$ cat config.mk
export PLATFORM = sky130hd
export DESIGN_NAME = pbc_bridge_ctrl
export DESIGN_NICKNAME = d
export VERILOG_FILES = /design/src/pbc_bridge_ctrl.v /design/src/pbc_hot_reset_seq.v
export VERILOG_INCLUDE_DIRS = /design/src
export SDC_FILE = /design/constraint.sdc
export NUM_CORES = 1
export LEC_CHECK = 0
export CORE_MARGIN = 5
export CORE_UTILIZATION = 43
export DETAILED_ROUTE_END_ITERATION = 7
export DONT_BUFFER_PORTS = 1
export MAX_ROUTING_LAYER = met4
export PLACE_DENSITY_LB_ADDON = 0.1
export RECOVER_POWER = 50
export SLEW_MARGIN = 20
export SYNTH_ARGS = -nofsm -noshare
export SYNTH_HDL_FRONTEND = slang
export SYNTH_HIERARCHICAL = 1
export SYNTH_SLANG_ARGS = --single-unit
export TNS_END_PERCENT = 30
$ cat constraint.sdc
create_clock -name sys_clk_i -period 2.9 [get_ports sys_clk_i]
set_clock_uncertainty 0.05 [all_clocks]
set_input_delay 0.29 -clock sys_clk_i [delete_from_list [all_inputs] [get_ports sys_clk_i]]
set_output_delay 0.29 -clock sys_clk_i [all_outputs]
set_load 0.05 [all_outputs]
$ cat src/pbc_consts.vh
// Constants for the bridge control register block
`ifndef PBC_CONSTS_VH
`define PBC_CONSTS_VH
`define PBC_BCTRL_OFFSET   8'h3e
`define PBC_BCTRL_RESET    16'h0000
`define PBC_BCTRL_WMASK    16'h005f
`define PBC_BCTRL_BITS     16
`define PBC_ERR_CLASSES    3
`define PBC_BIT_SBR        6
`define PBC_BIT_VGA16      4
`define PBC_BIT_VGA_ROUTING_ENABLE      3
`define PBC_BIT_ISA_ALIAS_EXCLUDE_ENABLE      2
`define PBC_BIT_SYSTEM_ERROR_FORWARD_ENABLE     1
`define PBC_BIT_PARITY_ERROR_RESPONSE_ENABLE      0
`define PBC_VGA_MASK10     16'h03ff
`define PBC_VGA_MASK16     16'hffff
`define PBC_KB_MASK        16'h03ff
`define PBC_ISA_ALIAS_LO   16'h0100
`define PBC_MA_READ_DATA   32'hffffffff
`define PBC_WIN_LO_BITS    12'h000
`define PBC_WIN_HI_BITS    12'hfff
`define PBC_VGA_IO_LO1     16'h03b0
`define PBC_VGA_IO_HI1     16'h03bb
`define PBC_VGA_IO_LO2     16'h03c0
`define PBC_VGA_IO_HI2     16'h03df
`define PBC_VGA_MEM_LO     32'h000a0000
`define PBC_VGA_MEM_HI     32'h000bffff
`endif

$ cat src/pbc_bridge_ctrl.v
// Bridge control register with VGA/ISA routing, error forwarding and hot reset
`timescale 1ns/1ps
`include "pbc_consts.vh"
module pbc_bridge_ctrl (
   // Clock and reset
   input  wire        sys_clk_i,
   input  wire        resetn_i,
   // Configuration access
   input  wire        cfg_wr_i,
   input  wire        cfg_rd_i,
   input  wire [7:0]  cfg_addr_i,
   input  wire [1:0]  cfg_be_i,
   input  wire [15:0] cfg_wdata_i,
   output reg  [15:0] cfg_rdata_o,
   // Window and root control settings from neighbouring registers
   input  wire [3:0]  io_window_base_i,
   input  wire [3:0]  io_window_limit_i,
   input  wire        io_space_enable_i,
   input  wire [2:0]  root_err_enable_i,
   // CPU transaction decode
   input  wire        cpu_io_valid_i,
   input  wire        cpu_mem_valid_i,
   input  wire [31:0] cpu_addr_i,
   output wire        route_graphics_o,
   output wire        route_legacy_o,
   // Master abort handling
   input  wire        master_abort_i,
   input  wire        master_abort_is_read_i,
   output wire        ma_complete_o,
   output wire [31:0] ma_read_data_o,
   // Secondary link events
   input  wire [2:0]  err_msg_rx_i,
   input  wire        poisoned_cpl_rx_i,
   input  wire        parity_flag_clear_i,
   output wire        system_error_o,
   output reg         master_data_parity_error_o,
   // Link training
   input  wire        link_active_i,
   input  wire        in_recovery_i,
   input  wire        in_hot_reset_i,
   output wire        req_recovery_o,
   output wire        req_hot_reset_o
);
   // Register layout
   localparam [15:0] WR_MASK   = `PBC_BCTRL_WMASK;
   localparam [15:0] RST_VALUE = `PBC_BCTRL_RESET;

   // Register storage and access
   wire [15:0] bctrl;
   wire        hit;
   wire        wr_hit;
   wire        rd_hit;
   wire [15:0] be_mask;

   // Named register fields
   wire        sbr_bit;
   wire        vga16_bit;
   wire        vga_en;
   wire        isa_bit;
   wire        serr_bit;
   wire        parity_error_response_enable_bit;

   // VGA decode
   wire [15:0] io_addr;
   wire        vga_decode_full;
   wire [15:0] vga_mask;
   wire [15:0] io_a;
   wire        vga_io_mono;
   wire        vga_io_color;
   wire        vga_io_hit;
   wire        vga_mem_hit;

   // I/O window and ISA alias decode
   wire [15:0] win_lo;
   wire [15:0] win_hi;
   wire [15:0] kb_offset;
   wire        in_window;
   wire        isa_alias;

   // Routing terms
   wire        io_vga_claim;
   wire        io_window_claim;
   wire        io_to_graphics;
   wire        mem_to_graphics;
   wire        any_request;

   // Error and parity terms
   wire [2:0]  class_fwd;
   wire        parity_set;
   wire        ma_read_abort;

   assign hit     = (cfg_addr_i == `PBC_BCTRL_OFFSET);
   assign wr_hit  = cfg_wr_i && hit;
   assign rd_hit  = cfg_rd_i && hit;
   assign be_mask = {{8{cfg_be_i[1]}}, {8{cfg_be_i[0]}}};

   // One flop per writable bit; hardwired bits are tied low so no write can reach them
   genvar gb;
   generate
      for (gb = 0; gb < `PBC_BCTRL_BITS; gb = gb + 1) begin : g_bctrl_bit
         if (WR_MASK[gb]) begin : g_rw
            reg q;
            always @(posedge sys_clk_i or negedge resetn_i) begin
               if (!resetn_i) begin
                  q <= RST_VALUE[gb];
               end else if (wr_hit && be_mask[gb]) begin
                  q <= cfg_wdata_i[gb];
               end
            end
            assign bctrl[gb] = q;
         end else begin : g_ro
            assign bctrl[gb] = 1'b0;
         end
      end
   endgenerate

   // Read data stands one cycle and is zero otherwise, so several sources can be ORed
   always @(posedge sys_clk_i or negedge resetn_i) begin
      if (!resetn_i) begin
         cfg_rdata_o <= 16'h0000;
      end else if (rd_hit) begin
         cfg_rdata_o <= bctrl & WR_MASK;
      end else begin
         cfg_rdata_o <= 16'h0000;
      end
   end

   // Field taps
   assign sbr_bit   = bctrl[`PBC_BIT_SBR];
   assign vga16_bit = bctrl[`PBC_BIT_VGA16];
   assign vga_en    = bctrl[`PBC_BIT_VGA_ROUTING_ENABLE];
   assign isa_bit   = bctrl[`PBC_BIT_ISA_ALIAS_EXCLUDE_ENABLE];
   assign serr_bit  = bctrl[`PBC_BIT_SYSTEM_ERROR_FORWARD_ENABLE];
   assign parity_error_response_enable_bit = bctrl[`PBC_BIT_PARITY_ERROR_RESPONSE_ENABLE];

   // Upper bits are ignored in 10-bit mode so the 1 KB aliases also hit
   assign io_addr         = cpu_addr_i[15:0];
   assign vga_decode_full = vga_en && vga16_bit;
   assign vga_mask        = vga_decode_full ? `PBC_VGA_MASK16 : `PBC_VGA_MASK10;
   assign io_a            = io_addr & vga_mask;
   assign vga_io_mono     = (io_a >= `PBC_VGA_IO_LO1) && (io_a <= `PBC_VGA_IO_HI1);
   assign vga_io_color    = (io_a >= `PBC_VGA_IO_LO2) && (io_a <= `PBC_VGA_IO_HI2);
   assign vga_io_hit      = vga_io_mono || vga_io_color;
   assign vga_mem_hit     = (cpu_addr_i >= `PBC_VGA_MEM_LO) &&
                            (cpu_addr_i <= `PBC_VGA_MEM_HI);

   // The window works on 4 KB granules; the low twelve address bits are implied
   assign win_lo    = {io_window_base_i, `PBC_WIN_LO_BITS};
   assign win_hi    = {io_window_limit_i, `PBC_WIN_HI_BITS};
   assign in_window = io_space_enable_i &&
                      (io_addr >= win_lo) &&
                      (io_addr <= win_hi);
   // Offsets 0x100 to 0x3ff of every KB are the ISA aliases
   assign kb_offset = io_addr & `PBC_KB_MASK;
   assign isa_alias = isa_bit && (kb_offset >= `PBC_ISA_ALIAS_LO);

   assign io_vga_claim    = vga_en && vga_io_hit;
   // The ISA exclusion is only looked at inside the window
   assign io_window_claim = in_window && !isa_alias;
   assign io_to_graphics  = cpu_io_valid_i &&
                            (io_vga_claim || io_window_claim);
   assign mem_to_graphics = cpu_mem_valid_i && vga_en &&
                            vga_mem_hit;
   assign any_request     = cpu_io_valid_i || cpu_mem_valid_i;

   assign route_graphics_o = io_to_graphics || mem_to_graphics;
   // Whatever the graphics port does not claim goes down the legacy link
   assign route_legacy_o   = any_request && !route_graphics_o;

   // Master abort is hardwired to the normal-completion mode
   // Write aborts complete with no data; the write payload is simply dropped
   assign ma_read_abort  = master_abort_i && master_abort_is_read_i;
   assign ma_complete_o  = master_abort_i;
   assign ma_read_data_o = ma_read_abort ? `PBC_MA_READ_DATA :
                                           32'h00000000;

   // One gate per error class, each also under its own root-control enable
   genvar ge;
   generate
      for (ge = 0; ge < `PBC_ERR_CLASSES; ge = ge + 1) begin : g_err_class
         assign class_fwd[ge] = serr_bit && err_msg_rx_i[ge] &&
                                root_err_enable_i[ge];
      end
   endgenerate
   assign system_error_o = |class_fwd;

   // Set wins over clear in the same cycle, so no poisoned completion is lost
   assign parity_set = poisoned_cpl_rx_i && parity_error_response_enable_bit;
   always @(posedge sys_clk_i or negedge resetn_i) begin
      if (!resetn_i) begin
         master_data_parity_error_o <= 1'b0;
      end else if (parity_set) begin
         master_data_parity_error_o <= 1'b1;
      end else if (parity_flag_clear_i) begin
         master_data_parity_error_o <= 1'b0;
      end
   end

   // The request is held for as long as software keeps the reset bit set
   pbc_hot_reset_seq u_hot_reset (
      .sys_clk_i       (sys_clk_i),
      .resetn_i        (resetn_i),
      .reset_bit_i     (sbr_bit),
      .link_active_i   (link_active_i),
      .in_recovery_i   (in_recovery_i),
      .in_hot_reset_i  (in_hot_reset_i),
      .req_recovery_o  (req_recovery_o),
      .req_hot_reset_o (req_hot_reset_o)
   );
endmodule // pbc_bridge_ctrl

$ cat src/pbc_hot_reset_seq.v
// Hot reset request sequencer toward the link training state machine
`timescale 1ns/1ps
module pbc_hot_reset_seq (
   // Clock and reset
   input  wire        sys_clk_i,
   input  wire        resetn_i,
   // Control
   input  wire        reset_bit_i,
   input  wire        link_active_i,
   input  wire        in_recovery_i,
   input  wire        in_hot_reset_i,
   // Requests to link training
   output wire        req_recovery_o,
   output wire        req_hot_reset_o
);
   localparam [2:0] ST_IDLE = 3'b001;
   localparam [2:0] ST_RECV = 3'b010;
   localparam [2:0] ST_HOT  = 3'b100;
   reg [2:0] state;
   reg [2:0] next_state;
   always @* begin
      next_state = state;
      case (state)
         ST_IDLE: if (reset_bit_i && link_active_i) next_state = ST_RECV;
         ST_RECV: if (!reset_bit_i) next_state = ST_IDLE;
                  else if (in_recovery_i) next_state = ST_HOT;
         ST_HOT:  if (!reset_bit_i) next_state = ST_IDLE;
         default: next_state = ST_IDLE;
      endcase
   end
   // Hot reset is held while software keeps the bit set
   always @(posedge sys_clk_i or negedge resetn_i) begin
      if (!resetn_i) state <= ST_IDLE;
      else state <= next_state;
   end
   assign req_recovery_o  = (state == ST_RECV);
   assign req_hot_reset_o = (state == ST_HOT) && !in_hot_reset_i ? 1'b1 : (state == ST_HOT);
endmodule // pbc_hot_reset_seq

==> flow_results.org <==
** Run status
- The run finished with clean final reports.

** STA
- In this run the tightest slew margin relative to its limit is 37.1%.
- Final worst path period need :: between 2000 and 2500 ps
- The final critical path takes up 77.2% of the cycle.
- Max-slew violation count :: 0
- Setup total negative slack :: 0 ps
- For the pin with the worst max-slew slack, the measured transition is between 900 and 1000 ps.
- Setup repair after global routing left no endpoint under its margin.
- Number of failing setup endpoints in the final timing report :: 0
- Max frequency :: about 450 MHz
- Final-report hold violation count :: 0

** Cells and area
- Number of antenna repair diodes :: 0
- Fill cell total of the finished layout :: roughly 330
- Area occupied by registers :: roughly 400 sq um
- Area added between synthesis and finish :: -10.5%
- Leaving out fill and tap cells, the most frequent cell in the layout is dfrtp_1.
- The post-route netlist has approximately 16% of its cells at a drive strength greater than 1.
- Leaving out fill and tap cells, the most frequent cells in the layout are dfrtp_1, inv_1, conb_1, ha_1, and3_1.
- Final Net Count :: approximately 220
- Cells fill between 40% and 50% of the core in the end.
- In the final layout, the multi-input gates occupy 654 sq um.

** Yosys
- After technology mapping, the gate count stands at 150.
- Ranked by total cell area, the synthesized netlist is headed by dfrtp_1, buf_4, ha_1.
- Of the post-synthesis cell area, the dominant cell type holds a little over a quarter.
- Share of synthesized area occupied by flip-flops and latches :: 28.7%
- After synthesis the cells add up to around 1400 sq um.
- The number of different library cells used by synthesis comes to 42.
- Most frequently used flop master after synthesis :: dfrtp_1
- In the synthesized netlist the async set-or-reset flop fraction comes to 100%.
- Avg Inst Size Synth :: approximately 9.3 sq um
- The Yosys step of the flow raised 6 warnings.
- Of all cell types, the one taking the most synthesized area is dfrtp_1.
- Synthesis inferred 16 register bits.
- Yosys mapped a number of flops with a built-in enable equal to 0.

** Worst setup path
- Data arrives at the worst endpoint at ~1900 ps.
- Critical setup path kind :: register to output pin
- Setup slack of the most critical reg-to-reg path :: roughly 1800 ps
- Data on the critical path is required at its endpoint by 2560 ps.
- Category of the worst setup path capture point :: output pin
- In this run the worst path has a maximum fanout of 3.
- Crit start category :: register

** Routing
- DRC errors left :: 0
- In the final routing, the length of wire on met1 measures ~1100 um.
- Detailed routing placed a total of 1460 um of wire on met2.
- Sum of routed wire length over all layers :: between 2000 and 3000 um
- Across all layers, the routed design uses about 900 vias.
- Number of DRC markers after the initial detailed-route iteration :: 89
- The first detailed-routing pass ran for 7 iterations.
- Vias per std cell :: 5.40
- In the final routed layout, each cell accounts on average for 17.4 um.
- The detail route stage leaves a number of antenna-violating nets equal to 0.
- Wire segments on met3 add up to 328 um in the final route.
- Top routing layer in use :: met4

** Clocking
- Cell at the root of the clock tree :: clkbuf_4
- Clock transition time at the flip-flop clock pins of the worst setup and hold paths :: approximately 90 ps
- The number of hold buffers added after CTS was 1.
- Clock Path Buffers :: 2
- Clock sink count :: 16
- TritonCTS built the clock tree.
- Post-CTS setup repair buffer count :: 0
- Later-pin clock latency in the skew report :: between 200 and 300 ps
- Cts repair resizes :: 0
- Number of levels in the clock H-tree :: 1
- Number of buffers added by the clock tree synthesis step :: 3

** Global route
- Across every metal layer, demand over resource in global routing totals 12.8%.
- For this run the aggregate overflow at the end of global routing stands at 0.
- The number of global-route vias before repair is about 960.
- Largest net degree at the start of global routing :: 17
- The first global-routing pass estimated roughly 4300 um of wire.
- Number of antenna violations at the first check in global routing :: 0

** Floorplanning
- For this configuration, the core starts out at a cell density of ~45%.
- In this run the vertical extent of the chip is between 60 and 70 um.
- The floorplan has 20 rows.
- Number of placed I/O pins :: approximately 140
- The die covers roughly 4500 sq um.
- Core Box Area :: between 3000 and 4000 sq um
- Measured along the x axis, the die boundary spans roughly 67 um.

** Placed design
- Final Wtd Congestion :: 0.787
- Count of input and output buffers :: 0
- Detailed placement finished with a half-perimeter wire length of about 2600 um.

** Pwr
- Across the VDD grid, the largest voltage drop is 0.175 mV.
- For this design the ratio of total power to cell area is approximately 420 nW/um^2.
- In this run the static leakage power is ~0.57 nW.

** Job
- # Max-Cap Violations :: 0

** Hold path
- Worst Hold Class :: input port to register
-- cell families (layout without fill, tap and decap cells) --
logic type / Yosys count / after routing / share of synthesized area, %
XOR/XNOR: 1 / 1 / 0.626
adder cells (fa/ha/maj): 8 / 8 / 7.15
flip-flops: 16 / 16 / 28.7
AND/OR/NAND/NOR: 46 / 46 / 22.2
AO/OA/AOI/OAI: 18 / 18 / 10.0
other: 1 / 10 / 0.268
multiplexers: 6 / 6 / 4.83
buffers and inverters: 54 / 18 / 26.3
-- per-layer routing --
metal | vias to the layer above | global-route usage, %
li1 | 425 | -
met1 | 429 | 15.4
met2 | 45 | 21.1
met3 | 2 | 3.20
met4 | 0 | 3.80
met5 | - | -
-- final timing paths --
kind / start / to / cells after the start
max in group asynchronous: resetn_i / u_hot_reset/state[2] / 1
worst max-delay path: g_bctrl_bit[2].g_rw.q / route_graphics_o / 5
worst max register to register: u_hot_reset/state[1] / u_hot_reset/state[1] / 2
worst min register to register: g_bctrl_bit[0].g_rw.q / master_data_parity_error_o / 2
min in group asynchronous: resetn_i / cfg_rdata_o[0] / 1
worst min-delay path: parity_flag_clear_i / master_data_parity_error_o / 1
-- worst max-delay path, cell delays in order (launching register included) --
cell and delay, ps:
dfrtp_1 390, o21ai_0 120, nand4_1 130, o41ai_1 430
nand3_1 160, nand2_1 380
-- through the flow --
| step | instance area, sq um | std cells | setup slack (ps) | power [mW] | hold WS [ps] |
|---|---|---|---|---|---|
| floorplan | 1430 | 159 | 896 | 0.441 | -55.6 |
| global placement | 1230 | 162 | 670 | 0.413 | -55.2 |
| detailed placement | 1230 | 162 | 683 | 0.415 | -55.2 |
| CTS | 1270 | 167 | 629 | 0.539 | 60.8 |
| finish | 1250 | 167 | 660 | 0.530 | 73.1 |
| global route | 1250 | 167 | 495 | 0.562 | 57.7 |
-- flip-flops by register name, summed over array words and instances (netlist names) --
| register | cells |
|---|---|
| cfg_rdata_o | 6 |
| g_bctrl_bit.g_rw.q | 6 |
| master_data_parity_error_o | 1 |
| u_hot_reset/state | 3 |
-- layout make-up --
class / instances / area share [%]
Tap cell: 44 / 4.40
Inverter: 10 / 3.00
Multi-Input combinational cell: 89 / 52.2
Clock buffer: 4 / 2.10
Sequential cell: 16 / 32.1
Timing Repair Buffer: 4 / 6.19
-- synth_stat cells, drive strengths merged (2+ instances only) --
cell type,number
nand2,2
dfrtp,15
nand3,5
a21oi,2
ha,8
o211ai,3
nor2b,3
nand4,5
nand3b,2
nand2b,3
nor4,4
inv,10
buf,44
and2,2
and3,7
o21ai,4
mux2,6
nor2,4
-- report_power, final --
| group | internal [mW] | total, mW | switching [mW] |
|---|---|---|---|
| Clock | 0.0533 | 0.116 | 0.0626 |
| Combinational | 0.0327 | 0.183 | 0.151 |
| Sequential | 0.226 | 0.231 | 0.00446 |
| Total | 0.312 | 0.530 | 0.218 |
Power figures use the tool's default switching activity.
